$ cat src/logic/sidp_pkg.sv
package sidp_pkg;
  // node identifier layout
  localparam int FAMILY_LSB = 0;
  localparam int SERIAL_LSB = 8;
  localparam int CHECK_LSB = 56;
  localparam int ID_BITS = 64;
  localparam int BODY_BITS = 56;
  // check generator polynomial x^8+x^5+x^4+1, reflected form
  localparam logic [7:0] CHECK_POLY_REFL = 8'h8c;
  localparam logic [7:0] CHECK_INIT = 8'h00;
  // identity command codes
  localparam logic [7:0] CMD_READ_ID = 8'h33;
  localparam logic [7:0] CMD_SELECT = 8'h55;
  localparam logic [7:0] CMD_SEARCH = 8'hf0;
  localparam logic [7:0] CMD_SKIP = 8'hcc;
  localparam logic [7:0] CMD_RESUME = 8'ha5;
  localparam logic [7:0] CMD_FAST_SKIP = 8'h3c;
  localparam logic [7:0] CMD_FAST_SELECT = 8'h69;
  // user memory
  localparam logic [4:0] MEM_FIRST = 5'h00;
  localparam logic [4:0] MEM_LAST = 5'h17;
  localparam int MEM_BYTES = 24;
  localparam int MEM_BLOCKS = 6;
  localparam logic [7:0] MEM_ERASED = 8'h00;
  // timing
  localparam int CLK_MHZ = 200;
  localparam int RESET_LOW_US = 480;
  localparam int RESET_LOW_CYC = RESET_LOW_US * CLK_MHZ;
  localparam int FAST_RESET_US = 48;
  localparam int FAST_RESET_CYC = FAST_RESET_US * CLK_MHZ;
  localparam int SAMPLE_NS = 30;
  localparam int SAMPLE_CYC = (SAMPLE_NS * CLK_MHZ + 999) / 1000;
  localparam int FAST_SAMPLE_NS = 5;
  localparam int FAST_SAMPLE_CYC = 1;
  localparam int PRES_WAIT_US = 30;
  localparam int PRES_WAIT_CYC = PRES_WAIT_US * CLK_MHZ;
  localparam int PRES_LOW_US = 120;
  localparam int PRES_LOW_CYC = PRES_LOW_US * CLK_MHZ;
  localparam int FAST_PRES_WAIT_US = 3;
  localparam int FAST_PRES_WAIT_CYC = FAST_PRES_WAIT_US * CLK_MHZ;
  localparam int FAST_PRES_LOW_US = 12;
  localparam int FAST_PRES_LOW_CYC = FAST_PRES_LOW_US * CLK_MHZ;
  localparam int DRIVE_US = 30;
  localparam int DRIVE_CYC = DRIVE_US * CLK_MHZ;
  localparam int FAST_DRIVE_US = 2;
  localparam int FAST_DRIVE_CYC = FAST_DRIVE_US * CLK_MHZ;
  typedef enum logic [2:0] {
    SIDP_IDLE = 3'b000,
    SIDP_ROMCMD = 3'b001,
    SIDP_ROMDATA = 3'b011,
    SIDP_FUNC = 3'b010,
    SIDP_MUTE = 3'b110
  } sidp_state_e;
endpackage

$ cat src/logic/sidp_crc8.sv
`timescale 1ns/100ps
module sidp_crc8 (
  input wire logic mclk,
  input wire logic sys_rst,
  input wire logic clear,
  input wire logic shift_en,
  input wire logic bit_in,
  output logic [7:0] crc
);
  logic fb;
  assign fb = crc[0] ^ bit_in;
  // ---------------------------------
  // serial check register
  // ---------------------------------
  always_ff @(posedge mclk) begin
    if (sys_rst || clear) begin
      // RL8: cleared first
      crc <= sidp_pkg::CHECK_INIT;
    end else if (shift_en) begin
      // RL7: xor feedback taps
      crc <= {1'b0, crc[7:1]} ^ (fb ? sidp_pkg::CHECK_POLY_REFL : 8'h00);
    end
  end
endmodule

$ cat src/logic/sidp_slave.sv
`timescale 1ns/100ps
// Overview of operation
// RL1: master sends an identity command after each bus reset.
// RL2: fast skip or fast select done at standard speed enters fast mode.
// RL3: function commands accepted only after a successful identity command.
// RL4: all bytes travel least significant bit first.
// RL5: identifier is family code, 48-bit serial, check byte on top.
// RL6: check byte covers the low 56 identifier bits.
// RL7: check uses x^8+x^5+x^4+1 shift register with xor feedback.
// RL8: check register cleared, then bits enter from family code lsb.
// RL9: serial bits follow family bits; register then holds check.
// RL10: shifting the check byte through leaves all zeros.
// RL11: identifier acts as node address on a shared bus.
// RL12: user memory spans byte addresses 00h to 17h.
// RL13: unprogrammed bytes read as 00h.
// RL14: programming writes one aligned 4-byte block, any bit value.
// RL15: written block becomes write-protected, further programs refused.
// RL16: identity commands are single 8-bit codes.
// RL17: bus reset of 480 us or more clears fast mode.
// RL18: after select code 55h and identifier, only exact match responds.
// RL19: unknown identity code mutes the device until next reset.
// RL20: program to protected block leaves contents unchanged.
module sidp_slave #(
  parameter logic [7:0] FAMILY_CODE = 8'h5a, // arbitrary value
  parameter logic [47:0] SERIAL_NUM = 48'h0000_1234_5678, // arbitrary value
  parameter int RESET_CYC = sidp_pkg::RESET_LOW_CYC,
  parameter int FAST_RESET_CYC = sidp_pkg::FAST_RESET_CYC
) (
  input wire logic mclk,
  input wire logic sys_rst,
  input wire logic bus_in,
  output logic bus_out,
  output logic bus_oe_n,
  output logic fast_mode_flag,
  output logic func_active,
  output logic [7:0] func_cmd,
  output logic func_cmd_valid,
  output logic [7:0] func_rx_byte,
  output logic func_rx_valid,
  input wire logic [7:0] func_tx_byte,
  input wire logic func_tx_load,
  input wire logic [4:0] mem_addr,
  output logic [7:0] mem_rdata,
  input wire logic prog_req,
  input wire logic [31:0] prog_data,
  output logic prog_done,
  output logic prog_refused,
  output logic [63:0] node_identifier,
  output logic id_check_ok
);
  localparam int RW = 17;
  logic s1_reg, s2_reg, s3_reg;
  logic [RW-1:0] low_cnt_reg;
  logic [RW-1:0] slot_cnt_reg;
  logic [RW-1:0] drv_cnt_reg;
  logic in_slot_reg;
  logic rst_pulse, bit_strobe, sampled_bit;
  sidp_pkg::sidp_state_e state_reg;
  logic [7:0] sh_reg;
  logic [6:0] bcnt_reg;
  logic [1:0] trip_reg;
  logic resume_reg, search_ok_reg, match_ok_reg, pend_fast_reg;
  logic [7:0] cur_cmd_reg;
  logic tx_bit;
  logic [7:0] tx_reg;
  logic [2:0] txc_reg;
  logic tx_active_reg;
  logic [7:0] mem_reg [sidp_pkg::MEM_BYTES];
  logic [sidp_pkg::MEM_BLOCKS-1:0] prot_reg;
  logic [7:0] crc_val;
  logic [6:0] crc_cnt_reg;
  logic pres_reg;
  logic [RW-1:0] pres_cnt_reg;
  // ---------------------------------
  // identifier and its check byte
  // ---------------------------------
  logic [55:0] id_body;
  // RL5: identifier layout
  assign id_body = {SERIAL_NUM, FAMILY_CODE};
  logic crc_bit;
  // RL6: check over body bits, then RL9/RL10 self test
  sidp_crc8 sidp_crc8_inst (
    .mclk(mclk),
    .sys_rst(sys_rst),
    .clear(1'b0),
    .shift_en(crc_cnt_reg < 7'(sidp_pkg::ID_BITS)),
    .bit_in(crc_bit),
    .crc(crc_val)
  );
  logic [7:0] check_reg;
  // check bit 0 taken live, it is only stored on this same edge
  assign crc_bit = (crc_cnt_reg < 7'(sidp_pkg::BODY_BITS)) ? id_body[crc_cnt_reg[5:0]] :
    (crc_cnt_reg == 7'(sidp_pkg::BODY_BITS)) ? crc_val[0] : check_reg[crc_cnt_reg[2:0]];
  always_ff @(posedge mclk) begin
    if (sys_rst) begin
      crc_cnt_reg <= 7'h00;
      check_reg <= 8'h00;
    end else if (crc_cnt_reg < 7'(sidp_pkg::ID_BITS)) begin
      crc_cnt_reg <= crc_cnt_reg + 7'h01;
      // RL9: register holds check after last serial bit
      if (crc_cnt_reg == 7'(sidp_pkg::BODY_BITS)) begin
        check_reg <= crc_val;
      end
    end
  end
  assign node_identifier = {check_reg, id_body};
  // RL10: all zero after check byte shifted
  assign id_check_ok = (crc_cnt_reg == 7'(sidp_pkg::ID_BITS)) && (crc_val == 8'h00);
  // ---------------------------------
  // pin sampling and slot timing
  // ---------------------------------
  always_ff @(posedge mclk) begin
    if (sys_rst) begin
      s1_reg <= 1'b1;
      s2_reg <= 1'b1;
      s3_reg <= 1'b1;
    end else begin
      s1_reg <= bus_in;
      s2_reg <= s1_reg;
      s3_reg <= s2_reg;
    end
  end
  always_ff @(posedge mclk) begin
    // own presence low is no bus reset
    if (sys_rst || s2_reg || pres_reg) begin
      low_cnt_reg <= '0;
    end else if (low_cnt_reg != '1) begin
      low_cnt_reg <= low_cnt_reg + 1'b1;
    end
  end
  // speed at the falling edge, so a slow slot ending fast mode entry is no reset
  logic fall_fast_reg;
  always_ff @(posedge mclk) begin
    if (sys_rst) begin
      fall_fast_reg <= 1'b0;
    end else if (!s2_reg && s3_reg) begin
      fall_fast_reg <= fast_mode_flag;
    end
  end
  // RL17: long low is a bus reset
  assign rst_pulse = s2_reg && !s3_reg &&
    (low_cnt_reg >= RW'(fall_fast_reg ? FAST_RESET_CYC : RESET_CYC));
  always_ff @(posedge mclk) begin
    if (sys_rst) begin
      in_slot_reg <= 1'b0;
      slot_cnt_reg <= '0;
    end else if (!s2_reg && s3_reg && !pres_reg) begin
      in_slot_reg <= 1'b1;
      slot_cnt_reg <= '0;
    end else if (in_slot_reg) begin
      slot_cnt_reg <= slot_cnt_reg + 1'b1;
      if (bit_strobe) begin
        in_slot_reg <= 1'b0;
      end
    end
  end
  assign bit_strobe = in_slot_reg && (slot_cnt_reg ==
    RW'(fast_mode_flag ? sidp_pkg::FAST_DRIVE_CYC / 2 : sidp_pkg::DRIVE_CYC / 2));
  assign sampled_bit = s2_reg;
  // ---------------------------------
  // presence pulse and bit driving
  // ---------------------------------
  logic [RW-1:0] pres_rise, pres_end;
  assign pres_rise = RW'(fast_mode_flag ? sidp_pkg::FAST_PRES_WAIT_CYC : sidp_pkg::PRES_WAIT_CYC);
  assign pres_end = pres_rise +
    RW'(fast_mode_flag ? sidp_pkg::FAST_PRES_LOW_CYC : sidp_pkg::PRES_LOW_CYC);
  always_ff @(posedge mclk) begin
    if (sys_rst) begin
      pres_reg <= 1'b0;
      pres_cnt_reg <= '0;
    end else if (rst_pulse) begin
      pres_reg <= 1'b1;
      pres_cnt_reg <= '0;
    end else if (pres_reg) begin
      pres_cnt_reg <= pres_cnt_reg + 1'b1;
      if (pres_cnt_reg == pres_end) begin
        pres_reg <= 1'b0;
      end
    end
  end
  always_ff @(posedge mclk) begin
    if (sys_rst) begin
      drv_cnt_reg <= '0;
    end else if (!s2_reg && s3_reg && !tx_bit && !pres_reg) begin
      drv_cnt_reg <= RW'(fast_mode_flag ? sidp_pkg::FAST_DRIVE_CYC : sidp_pkg::DRIVE_CYC);
    end else if (drv_cnt_reg != '0) begin
      drv_cnt_reg <= drv_cnt_reg - 1'b1;
    end
  end
  always_comb begin
    tx_bit = 1'b1;
    if (state_reg == sidp_pkg::SIDP_ROMDATA && cur_cmd_reg == sidp_pkg::CMD_READ_ID) begin
      tx_bit = node_identifier[bcnt_reg[5:0]];
    end else if (state_reg == sidp_pkg::SIDP_ROMDATA &&
                 cur_cmd_reg == sidp_pkg::CMD_SEARCH && trip_reg != 2'd2) begin
      tx_bit = search_ok_reg ? (node_identifier[bcnt_reg[5:0]] ^ trip_reg[0]) : 1'b1;
    end else if (tx_active_reg) begin
      tx_bit = tx_reg[txc_reg];
    end
  end
  always_ff @(posedge mclk) begin
    if (sys_rst) begin
      bus_out <= 1'b1;
      bus_oe_n <= 1'b1;
    end else begin
      bus_out <= 1'b0;
      bus_oe_n <= !((pres_reg && pres_cnt_reg >= pres_rise) ||
                    (drv_cnt_reg != '0));
    end
  end
  // ---------------------------------
  // identity and function sequencing
  // ---------------------------------
  always_ff @(posedge mclk) begin
    if (sys_rst) begin
      state_reg <= sidp_pkg::SIDP_IDLE;
      sh_reg <= 8'h00;
      bcnt_reg <= 7'h00;
      trip_reg <= 2'd0;
      cur_cmd_reg <= 8'h00;
      resume_reg <= 1'b0;
      search_ok_reg <= 1'b0;
      match_ok_reg <= 1'b0;
      pend_fast_reg <= 1'b0;
      fast_mode_flag <= 1'b0;
      func_cmd <= 8'h00;
      func_cmd_valid <= 1'b0;
      func_rx_byte <= 8'h00;
      func_rx_valid <= 1'b0;
    end else begin
      func_cmd_valid <= 1'b0;
      func_rx_valid <= 1'b0;
      if (rst_pulse) begin
        state_reg <= sidp_pkg::SIDP_ROMCMD;
        bcnt_reg <= 7'h00;
        // RL17: long reset back to standard speed
        if (low_cnt_reg >= RW'(RESET_CYC)) begin
          fast_mode_flag <= 1'b0;
        end
      end else if (bit_strobe) begin
        // RL4: lsb first shifting
        sh_reg <= {sampled_bit, sh_reg[7:1]};
        bcnt_reg <= bcnt_reg + 7'h01;
        case (state_reg)
          sidp_pkg::SIDP_ROMCMD: begin
            if (bcnt_reg == 7'd7) begin
              // RL16: one 8-bit identity code
              cur_cmd_reg <= {sampled_bit, sh_reg[7:1]};
              bcnt_reg <= 7'h00;
              trip_reg <= 2'd0;
              search_ok_reg <= 1'b1;
              match_ok_reg <= 1'b1;
              case ({sampled_bit, sh_reg[7:1]})
                sidp_pkg::CMD_READ_ID, sidp_pkg::CMD_SELECT, sidp_pkg::CMD_SEARCH: begin
                  state_reg <= sidp_pkg::SIDP_ROMDATA;
                end
                sidp_pkg::CMD_FAST_SELECT: begin
                  state_reg <= sidp_pkg::SIDP_ROMDATA;
                  pend_fast_reg <= !fast_mode_flag;
                  fast_mode_flag <= 1'b1;
                end
                sidp_pkg::CMD_SKIP: begin
                  state_reg <= sidp_pkg::SIDP_FUNC;
                  resume_reg <= 1'b0;
                end
                sidp_pkg::CMD_FAST_SKIP: begin
                  // RL2: fast mode after fast skip
                  state_reg <= sidp_pkg::SIDP_FUNC;
                  resume_reg <= 1'b0;
                  fast_mode_flag <= 1'b1;
                end
                sidp_pkg::CMD_RESUME: begin
                  state_reg <= resume_reg ? sidp_pkg::SIDP_FUNC : sidp_pkg::SIDP_MUTE;
                end
                default: begin
                  // RL19: unknown code mutes until reset
                  state_reg <= sidp_pkg::SIDP_MUTE;
                end
              endcase
            end
          end
          sidp_pkg::SIDP_ROMDATA: begin
            if (cur_cmd_reg == sidp_pkg::CMD_READ_ID) begin
              if (bcnt_reg == 7'd63) begin
                state_reg <= sidp_pkg::SIDP_FUNC;
              end
            end else if (cur_cmd_reg == sidp_pkg::CMD_SEARCH) begin
              bcnt_reg <= bcnt_reg;
              trip_reg <= (trip_reg == 2'd2) ? 2'd0 : trip_reg + 2'd1;
              if (trip_reg == 2'd2) begin
                bcnt_reg <= bcnt_reg + 7'h01;
                if (sampled_bit != node_identifier[bcnt_reg[5:0]]) begin
                  state_reg <= sidp_pkg::SIDP_MUTE;
                  resume_reg <= 1'b0;
                end else if (bcnt_reg == 7'd63) begin
                  state_reg <= sidp_pkg::SIDP_FUNC;
                  resume_reg <= 1'b1;
                end
              end
            end else begin
              // RL18: select needs exact identifier match, RL11
              if (sampled_bit != node_identifier[bcnt_reg[5:0]]) begin
                match_ok_reg <= 1'b0;
              end
              if (bcnt_reg == 7'd63) begin
                if (match_ok_reg && sampled_bit == node_identifier[63]) begin
                  state_reg <= sidp_pkg::SIDP_FUNC;
                  resume_reg <= 1'b1;
                end else begin
                  state_reg <= sidp_pkg::SIDP_MUTE;
                  resume_reg <= 1'b0;
                  if (pend_fast_reg) begin
                    fast_mode_flag <= 1'b0;
                  end
                end
                pend_fast_reg <= 1'b0;
              end
            end
          end
          sidp_pkg::SIDP_FUNC: begin
            // RL3: function bytes only after identity success
            if (bcnt_reg[2:0] == 3'd7) begin
              func_rx_byte <= {sampled_bit, sh_reg[7:1]};
              func_rx_valid <= 1'b1;
              if (bcnt_reg == 7'd7) begin
                func_cmd <= {sampled_bit, sh_reg[7:1]};
                func_cmd_valid <= 1'b1;
              end
            end
            if (bcnt_reg == 7'd127) begin
              bcnt_reg <= 7'd8;
            end
          end
          default: begin
          end
        endcase
      end
    end
  end
  assign func_active = (state_reg == sidp_pkg::SIDP_FUNC);
  // ---------------------------------
  // function data transmit, lsb first
  // ---------------------------------
  always_ff @(posedge mclk) begin
    if (sys_rst || rst_pulse) begin
      tx_reg <= 8'h00;
      txc_reg <= 3'd0;
      tx_active_reg <= 1'b0;
    end else if (func_tx_load && func_active) begin
      tx_reg <= func_tx_byte;
      txc_reg <= 3'd0;
      tx_active_reg <= 1'b1;
    end else if (bit_strobe && tx_active_reg) begin
      txc_reg <= txc_reg + 3'd1;
      if (txc_reg == 3'd7) begin
        tx_active_reg <= 1'b0;
      end
    end
  end
  // ---------------------------------
  // user memory, one-time programmable blocks
  // ---------------------------------
  logic in_range;
  logic [2:0] blk;
  // RL12: address window
  assign in_range = (mem_addr >= sidp_pkg::MEM_FIRST) && (mem_addr <= sidp_pkg::MEM_LAST);
  assign blk = mem_addr[4:2];
  always_ff @(posedge mclk) begin
    if (sys_rst) begin
      mem_rdata <= 8'h00;
    end else begin
      mem_rdata <= in_range ? mem_reg[mem_addr] : sidp_pkg::MEM_ERASED;
    end
  end
  genvar gi;
  for (gi = 0; gi < sidp_pkg::MEM_BYTES; gi++) begin : g_mem
    always_ff @(posedge mclk) begin
      if (sys_rst) begin
        // RL13: erased value
        mem_reg[gi] <= sidp_pkg::MEM_ERASED;
      end else if (prog_req && in_range && !prot_reg[blk] && blk == 3'(gi / 4)) begin
        // RL14: whole block, any bit value; RL20 guarded by protection
        mem_reg[gi] <= prog_data[(gi % 4) * 8 +: 8];
      end
    end
  end
  always_ff @(posedge mclk) begin
    if (sys_rst) begin
      prot_reg <= '0;
      prog_done <= 1'b0;
      prog_refused <= 1'b0;
    end else begin
      prog_done <= 1'b0;
      prog_refused <= 1'b0;
      if (prog_req) begin
        if (in_range && !prot_reg[blk]) begin
          // RL15: protect block after write
          prot_reg[blk] <= 1'b1;
          prog_done <= 1'b1;
        end else begin
          prog_refused <= 1'b1;
        end
      end
    end
  end
  // ---------------------------------
  // checks
  // ---------------------------------
  property p_prot_hold;
    @(posedge mclk) disable iff (sys_rst)
    (prog_req && in_range && prot_reg[blk]) |=>
      prog_refused && mem_reg[$past(mem_addr)] == $past(mem_reg[mem_addr]);
  endproperty
  a_prot_hold: assert property (p_prot_hold) else $error("protected block changed"); // RL20
  property p_prot_set;
    @(posedge mclk) disable iff (sys_rst)
    (prog_req && in_range && !prot_reg[blk]) |=> prog_done && prot_reg[$past(blk)];
  endproperty
  a_prot_set: assert property (p_prot_set) else $error("block not protected"); // RL15
  property p_func_gate;
    @(posedge mclk) disable iff (sys_rst)
    func_cmd_valid |-> $past(state_reg) == sidp_pkg::SIDP_FUNC;
  endproperty
  a_func_gate: assert property (p_func_gate) else $error("function before identity"); // RL3
  property p_fast_clear;
    @(posedge mclk) disable iff (sys_rst)
    (rst_pulse && low_cnt_reg >= RW'(RESET_CYC)) |=> !fast_mode_flag;
  endproperty
  a_fast_clear: assert property (p_fast_clear) else $error("fast mode kept"); // RL17
  property p_mute;
    @(posedge mclk) disable iff (sys_rst)
    (state_reg == sidp_pkg::SIDP_MUTE && !rst_pulse) |=> state_reg == sidp_pkg::SIDP_MUTE;
  endproperty
  a_mute: assert property (p_mute) else $error("left mute without reset"); // RL19
  property p_check_ok;
    @(posedge mclk) disable iff (sys_rst)
    (crc_cnt_reg == 7'(sidp_pkg::ID_BITS)) |-> id_check_ok;
  endproperty
  a_check_ok: assert property (p_check_ok) else $error("identifier check bad"); // RL10
  property p_erased;
    @(posedge mclk) disable iff (sys_rst)
    (!in_range) |=> mem_rdata == sidp_pkg::MEM_ERASED;
  endproperty
  a_erased: assert property (p_erased) else $error("out of range not zero"); // RL12
  property p_fast_skip;
    @(posedge mclk) disable iff (sys_rst)
    (bit_strobe && state_reg == sidp_pkg::SIDP_ROMCMD && bcnt_reg == 7'd7 && !rst_pulse &&
     {sampled_bit, sh_reg[7:1]} == sidp_pkg::CMD_FAST_SKIP) |=> fast_mode_flag;
  endproperty
  a_fast_skip: assert property (p_fast_skip) else $error("fast mode not entered"); // RL2
endmodule

$ cat config.mk
export PLATFORM = sky130hd
export DESIGN_NAME = sidp_slave
export DESIGN_NICKNAME = d
export VERILOG_FILES = /design/src/logic/sidp_pkg.sv /design/src/logic/sidp_crc8.sv /design/src/logic/sidp_slave.sv
export SDC_FILE = /design/constraint.sdc
export NUM_CORES = 1
export LEC_CHECK = 0
export BUFFER_PORTS_ARGS = -buffer_cell sky130_fd_sc_hd__buf_2
export CAP_MARGIN = 25
export CORE_ASPECT_RATIO = 0.6
export CORE_UTILIZATION = 28
export CTS_BUF_LIST = sky130_fd_sc_hd__clkbuf_4 sky130_fd_sc_hd__clkbuf_8
export DETAILED_ROUTE_END_ITERATION = 10
export HOLD_SLACK_MARGIN = 0.03
export PLACE_DENSITY_LB_ADDON = 0.2
export SKIP_CTS_REPAIR_TIMING = 1
export SYNTH_ARGS = -nofsm -noshare
export SYNTH_HDL_FRONTEND = slang
export SYNTH_SLANG_ARGS = --single-unit
$ cat constraint.sdc
create_clock -name mclk -period 5.1 [get_ports mclk]
set_input_delay 0.51 -clock mclk [delete_from_list [all_inputs] [get_ports mclk]]
set_output_delay 0.51 -clock mclk [all_outputs]
set_load 0.02 [all_outputs]
==> results.py, run 1 <==
metrics = {
    "run_status": {
        "outcome": "finished, final reports clean",
    },
    "detailed_routing": {
        "met2_length_mm": 17.7,
        "detail_route.wl_per_cell_um": 18.5,
        "drc": 0,
        "drt_iter0_markers": 769,
        "dr_total_vias": 11800,
        "met3_wirelength_mm": 2.41,
        "totalWireLength_mm": 46.4,
        "drtPass1Iterations": 6,
        "top_layer": "met5",
        "drt-vias-per-instance": 4.69,
        "final_antenna_net_count": 0,
        "m1WireLength_mm": 25.5,
    },
    "yosys": {
        "synthArstFlopShare_pct": 0,
        "netlist_area_um2": 17700,
        "synth_cells": 1542,
        "yosysTopAreaCell": "edfxtp_1",
        "ys_warn_count": 0,
        "synth-main-ff-cell": "edfxtp_1",
        "synth_common_cells": "and2_1 (198), edfxtp_1 (192), dfxtp_1 (178)",
        "ys_types": 78,
        "synth.most_common_cell": "and2_1",
        "ys_top_cells_by_area": "edfxtp_1 (33%), dfxtp_1 (20%), mux4_2 (7.9%)",
        "synth_top_cell_area_share_pct": 32.6,
        "synth-seq-cells": 370,
        "synth_edf_count": 192,
        "synth_area_per_cell_um2": 11.5,
        "ys_seq_area_share_pct": 52.8,
    },
    "timing": {
        "tightest_slew_ns": 0.978,
        "timing.clock.skew_ns": 0.0537,
        "slew_violations": 0,
        "period_share_pct": 70.7,
        "maxClockFrequency_mhz": 277,
        "period_minus_slack_ns": 3.61,
        "setup_viol": 0,
        "timing.slew.headroom_pct": 34.7,
        "rsz0062_at_grt": "no",
        "fin_setup_tns_ns": 0,
        "hold_viol": 0,
    },
    "grt": {
        "grt_overflow": 0,
        "grt_pass1_vias": 11300,
        "grt_pass1_wl_mm": 71.4,
        "grtUsageTotal_pct": 14.5,
        "antenna_found_initial": 4,
        "grt_max_degree": 54,
    },
    "floorplanning": {
        "dieArea_um2": 64200,
        "num_io_pins": 147,
        "die_y_um": 197,
        "dieWidth_um": 326,
        "placementRows": 70,
        "core_um2": 61700,
        "start_util_pct": 28.7,
    },
    "worst_setup_path": {
        "critPathLaunchType": "register",
        "cp.arrival_ns": 4.14,
        "criticalPathCategory": "reg -> reg",
        "crit_path_end_kind": "register",
        "reg2regPathDepth": 7,
        "crit_path_max_fanout": 15,
        "required_ns": 5.63,
    },
    "final_layout": {
        "multi_input_area_um2": 7740,
        "regArea_um2": 9330,
        "largest_reg_flops": 192,
        "area_growth_pct": 14.1,
        "fill_cells": 6222,
        "layout.nets": 1719,
        "drive_above_1_share_pct": 18.8,
        "diodes": 0,
        "stdcell_area_um2": 20200,
    },
    "cts": {
        "htreeDepth": 2,
        "clk_latency_ns": 0.67,
        "cts.clk_slew.worst_paths_ns": 0.06,
        "cts_max_path_buffers": 3,
        "clock-sinks": 370,
        "cts-root-buf": "clkbuf_8",
        "cts_tree": "built",
        "cts_made_buffers": 58,
    },
    "place": {
        "dp_hpwl_mm": 31.5,
        "portBuffers": 90,
        "gp_congestion": 0.833,
        "dpl_cell_area_um2": 18900,
    },
    "power": {
        "p_per_area_nw_per_um2": 337,
        "leakage_nw": 7.59,
        "ir_drop_mv": 0.185,
    },
    "min_path": {
        "min_path_cells": 3,
        "min_path_type": "in -> reg",
    },
    "flow_run": {
        "maxCapViolCount": 0,
    },
}
report_power, final:
| part | leakage, nW | internal (W) | switching, W |
|---|---|---|---|
| combinational | 3.51 | 0.000303 | 0.000436 |
| clock | 0.663 | 0.00145 | 0.00124 |
| sequential | 3.41 | 0.00328 | 0.0000832 |
| total | 7.59 | 0.00503 | 0.00176 |
stage by stage:
step                      worst slack (ns)  hold slack (ns)  util [%]  std cells  total power, W
after floorplan                      0.735            0.389         -       1596         0.00397
after global placement                1.55            0.391      30.5       2397         0.00415
after detailed placement              1.45            0.396      30.6       2401         0.00416
after CTS                             1.46          -0.0273      32.6       2508         0.00689
after global routing                  1.17           0.0887      32.7       2511         0.00712
final                                 1.49            0.127      32.7       2511         0.00679
kinds of logic (layout without fill, tap and decap cells):
group | after synthesis | in the layout | share of synthesized area, %
adders and majority gates | 33 | 33 | 2.34
buffers and inverters | 165 | 252 | 5.01
DFF | 370 | 370 | 52.8
xor gates and xnor gates | 64 | 64 | 3.17
AOI/OAI and AO/OA | 142 | 142 | 5.22
muxes | 131 | 131 | 12.0
and+or+nand+nor | 635 | 635 | 19.4
other | 2 | 56 | 0.0425
critical path, stage by stage, from the launching register on:
cell and delay (ns):
dfxtp_1 0.69, nor4b_1 0.29, a31oi_1 0.13, nor4_2 0.76, nand4_1 0.76, nor2_4 0.57
mux2i_1 0.25, nor2_1 0.06
worst paths after layout:
kind / from / end / slack [ns]
worst max-delay path: fast_mode_flag / func_cmd[2] / 1.49
worst max register to register: fast_mode_flag / func_cmd[2] / 1.49
worst min register to register: prot_reg[2] / prot_reg[2] / 0.45
worst min-delay path: func_tx_byte[0] / tx_reg[0] / 0.13
cell type report:
cell class,count,share of cell area [%]
multi-input cells,1061,38.4
well taps,828,5.14
repair buffers,115,3.55
inverters,30,0.558
flip-flops and latches,370,46.3
clock buffers,87,5.32
clock inverters,20,0.800
per-layer routing:
layer,track usage [%],vias up
li1,-,5604
met1,23.7,5819
met2,18.6,279
met3,2.98,63
met4,3.77,2
met5,0,-
cell usage in the layout (no fill, tap or decap), types with 25 or more instances in the layout:
cell,n
and2_1,198
edfxtp_1,192
dfxtp_1,178
nor2_1,169
buf_2,89
nand2_1,77
clkbuf_8,67
mux2i_1,62
mux4_2,62
conb_1,56
a21oi_1,44
xor2_1,39
nand3_1,34
ha_1,33
inv_1,30
o21ai_0,27
nor3_1,26
xnor2_1,25
No activity file was read; power rests on OpenSTA's default activity.
==> inputs of run 2 (changes only) <==
- clock period: 5.1 -> 2.98 ns (I/O delays scaled with it)
==> run 2 against run 1 <==
  * Wire length is 2.6% higher
  * Via count is 2.7% higher
  * Cell count rose by 3.5%
  * Worst hold slack worse by 0.073 ns
  * Highest routed layer is now met4
==> results.py, run 2 (synthesis results as in run 1) <==
metrics = {
    "timing": {
        "slew_violations": 0,
        "timing.slew.headroom_pct": 44.2,
        "tightest_slew_ns": 0.831,
        "timing.clock.skew_ns": 0.0588,
        "maxClockFrequency_mhz": 360,
        "period_share_pct": 93.1,
        "setup_viol": 0,
        "hold_viol": 0,
        "period_minus_slack_ns": 2.77,
        "rsz0062_at_grt": "no",
        "setup_slack_ns": 0.206,
    },
    "cts": {
        "clk_latency_ns": 0.71,
        "htreeDepth": 2,
        "clock-sinks": 370,
        "cts.clk_slew.worst_paths_ns": 0.07,
        "cts_max_path_buffers": 3,
        "cts-root-buf": "clkbuf_8",
        "cts_tree": "built",
        "cts_made_buffers": 61,
    },
    "detailed_routing": {
        "drc": 0,
        "totalWireLength_mm": 47.6,
        "dr_total_vias": 12100,
        "drt-vias-per-instance": 4.65,
        "detail_route.wl_per_cell_um": 18.3,
        "drtPass1Iterations": 4,
        "drt_iter0_markers": 807,
        "final_antenna_net_count": 0,
    },
    "flow_run": {
        "maxCapViolCount": 0,
    },
    "place": {
        "dpl_cell_area_um2": 19200,
        "place_inst": 2438,
        "dp_hpwl_mm": 33.2,
        "post-place-ws_ns": 0.193,
        "portBuffers": 90,
        "gp_congestion": 0.825,
    },
    "worst_setup_path": {
        "critPathLaunchType": "register",
        "rrSetupSlack_ns": 0.21,
        "criticalPathCategory": "reg -> reg",
        "cp.arrival_ns": 3.31,
        "reg2regPathDepth": 8,
        "crit_path_max_fanout": 9,
        "required_ns": 3.51,
        "crit_path_end": "drv_cnt_reg[11]",
        "crit_path_end_kind": "register",
        "crit_path_start": "bcnt_reg[0]",
        "r2r_start": "bcnt_reg[0]",
        "rr_endpoint": "drv_cnt_reg[11]",
    },
    "final_layout": {
        "layout.nets": 1798,
        "fill_cells": 6205,
        "finish.utilization_pct": 34.2,
        "layout_commonest_cell": "and2_1",
        "largest_reg_flops": 192,
        "drive_above_1_share_pct": 20.4,
        "area_growth_pct": 19.1,
        "stdcell_area_um2": 21100,
        "mostFrequentLayoutCells": "and2_1 (198), edfxtp_1 (192), dfxtp_1 (178), nor2_1 (169), buf_2 (89)",
        "final_cell_count_no_fill": 2598,
    },
    "floorplanning": {
        "placementRows": 70,
        "num_io_pins": 147,
        "dieWidth_um": 326,
        "die_y_um": 197,
        "core_um2": 61700,
        "start_util_pct": 28.7,
        "dieArea_um2": 64200,
    },
    "power": {
        "p_per_area_nw_per_um2": 578,
        "ir_drop_mv": 0.310,
        "leakage_nw": 8.04,
    },
    "run_status": {
        "outcome": "finished, final reports clean",
    },
    "grt": {
        "grt_pass1_wl_mm": 72.7,
        "grtUsageTotal_pct": 14.8,
        "grt_max_degree": 41,
        "antenna_found_initial": 4,
        "grt_pass1_vias": 11700,
        "grt_overflow": 0,
    },
    "min_path": {
        "min_path_cells": 2,
        "min_path_type": "in -> reg",
    },
}
==> run 2: per-layer routing <==
| layer | share of wire, % | vias to the layer above | wire length, um | GRT usage, % |
|---|---|---|---|---|
| li1 | - | 5763 | - | - |
| met1 | 53 | 5969 | 25200 | 23.3 |
| met2 | 39 | 299 | 18800 | 19.7 |
| met3 | 6.4 | 50 | 3030 | 3.37 |
| met4 | 1.2 | 0 | 551 | 3.79 |
| met5 | 0 | - | 0 | 0 |
==> run 2: critical path: stages (launching register included) <==
cell      delay, ns
dfxtp_1        0.31
buf_4          0.17
ha_1           0.25
mux4_1         0.54
a211oi_2       0.40
nor2_1         0.14
o211ai_2       0.35
nand2b_1       0.38
nor2_1         0.09
==> run 2: report_power, final <==
part | switching (W) | internal, W | total [W]
logic | 0.000760 | 0.000567 | 0.00133
registers | 0.000145 | 0.00561 | 0.00575
clock network | 0.00221 | 0.00288 | 0.00509
==> run 2: final cells by class <==
class / count / area, um^2 / share of cell area [%]
Multi-Input combinational cell: 1061 / 7740 / 36.8
Clock buffer: 97 / 1220 / 5.80
Antenna cell: 2 / 5.00 / 0.0238
Sequential cell: 370 / 9330 / 44.3
Clock inverter: 19 / 198 / 0.939
Tap cell: 828 / 1040 / 4.92
Inverter: 30 / 113 / 0.535
Timing Repair Buffer: 191 / 1420 / 6.73
==> run 2: how the worst min path moves through the flow <==
stage                           endpoint          start
final                      mem_reg[3][0]  prog_data[24]
after CTS                         s1_reg         bus_in
after global routing      mem_reg[11][5]  prog_data[29]
after floorplan                  bus_out        sys_rst
after global placement            s2_reg         s1_reg
after detailed placement          s2_reg         s1_reg
==> run 2: per-stage QoR <==
step | hold WS (ns) | total power [W] | setup TNS, ns
global route | 0.0325 | 0.0128 | 0
floorplan | 0.326 | 0.00680 | -40.06
global placement | 0.402 | 0.00712 | 0
CTS | -0.261 | 0.0123 | 0
finish | 0.0545 | 0.0122 | 0
detailed placement | 0.393 | 0.00715 | 0
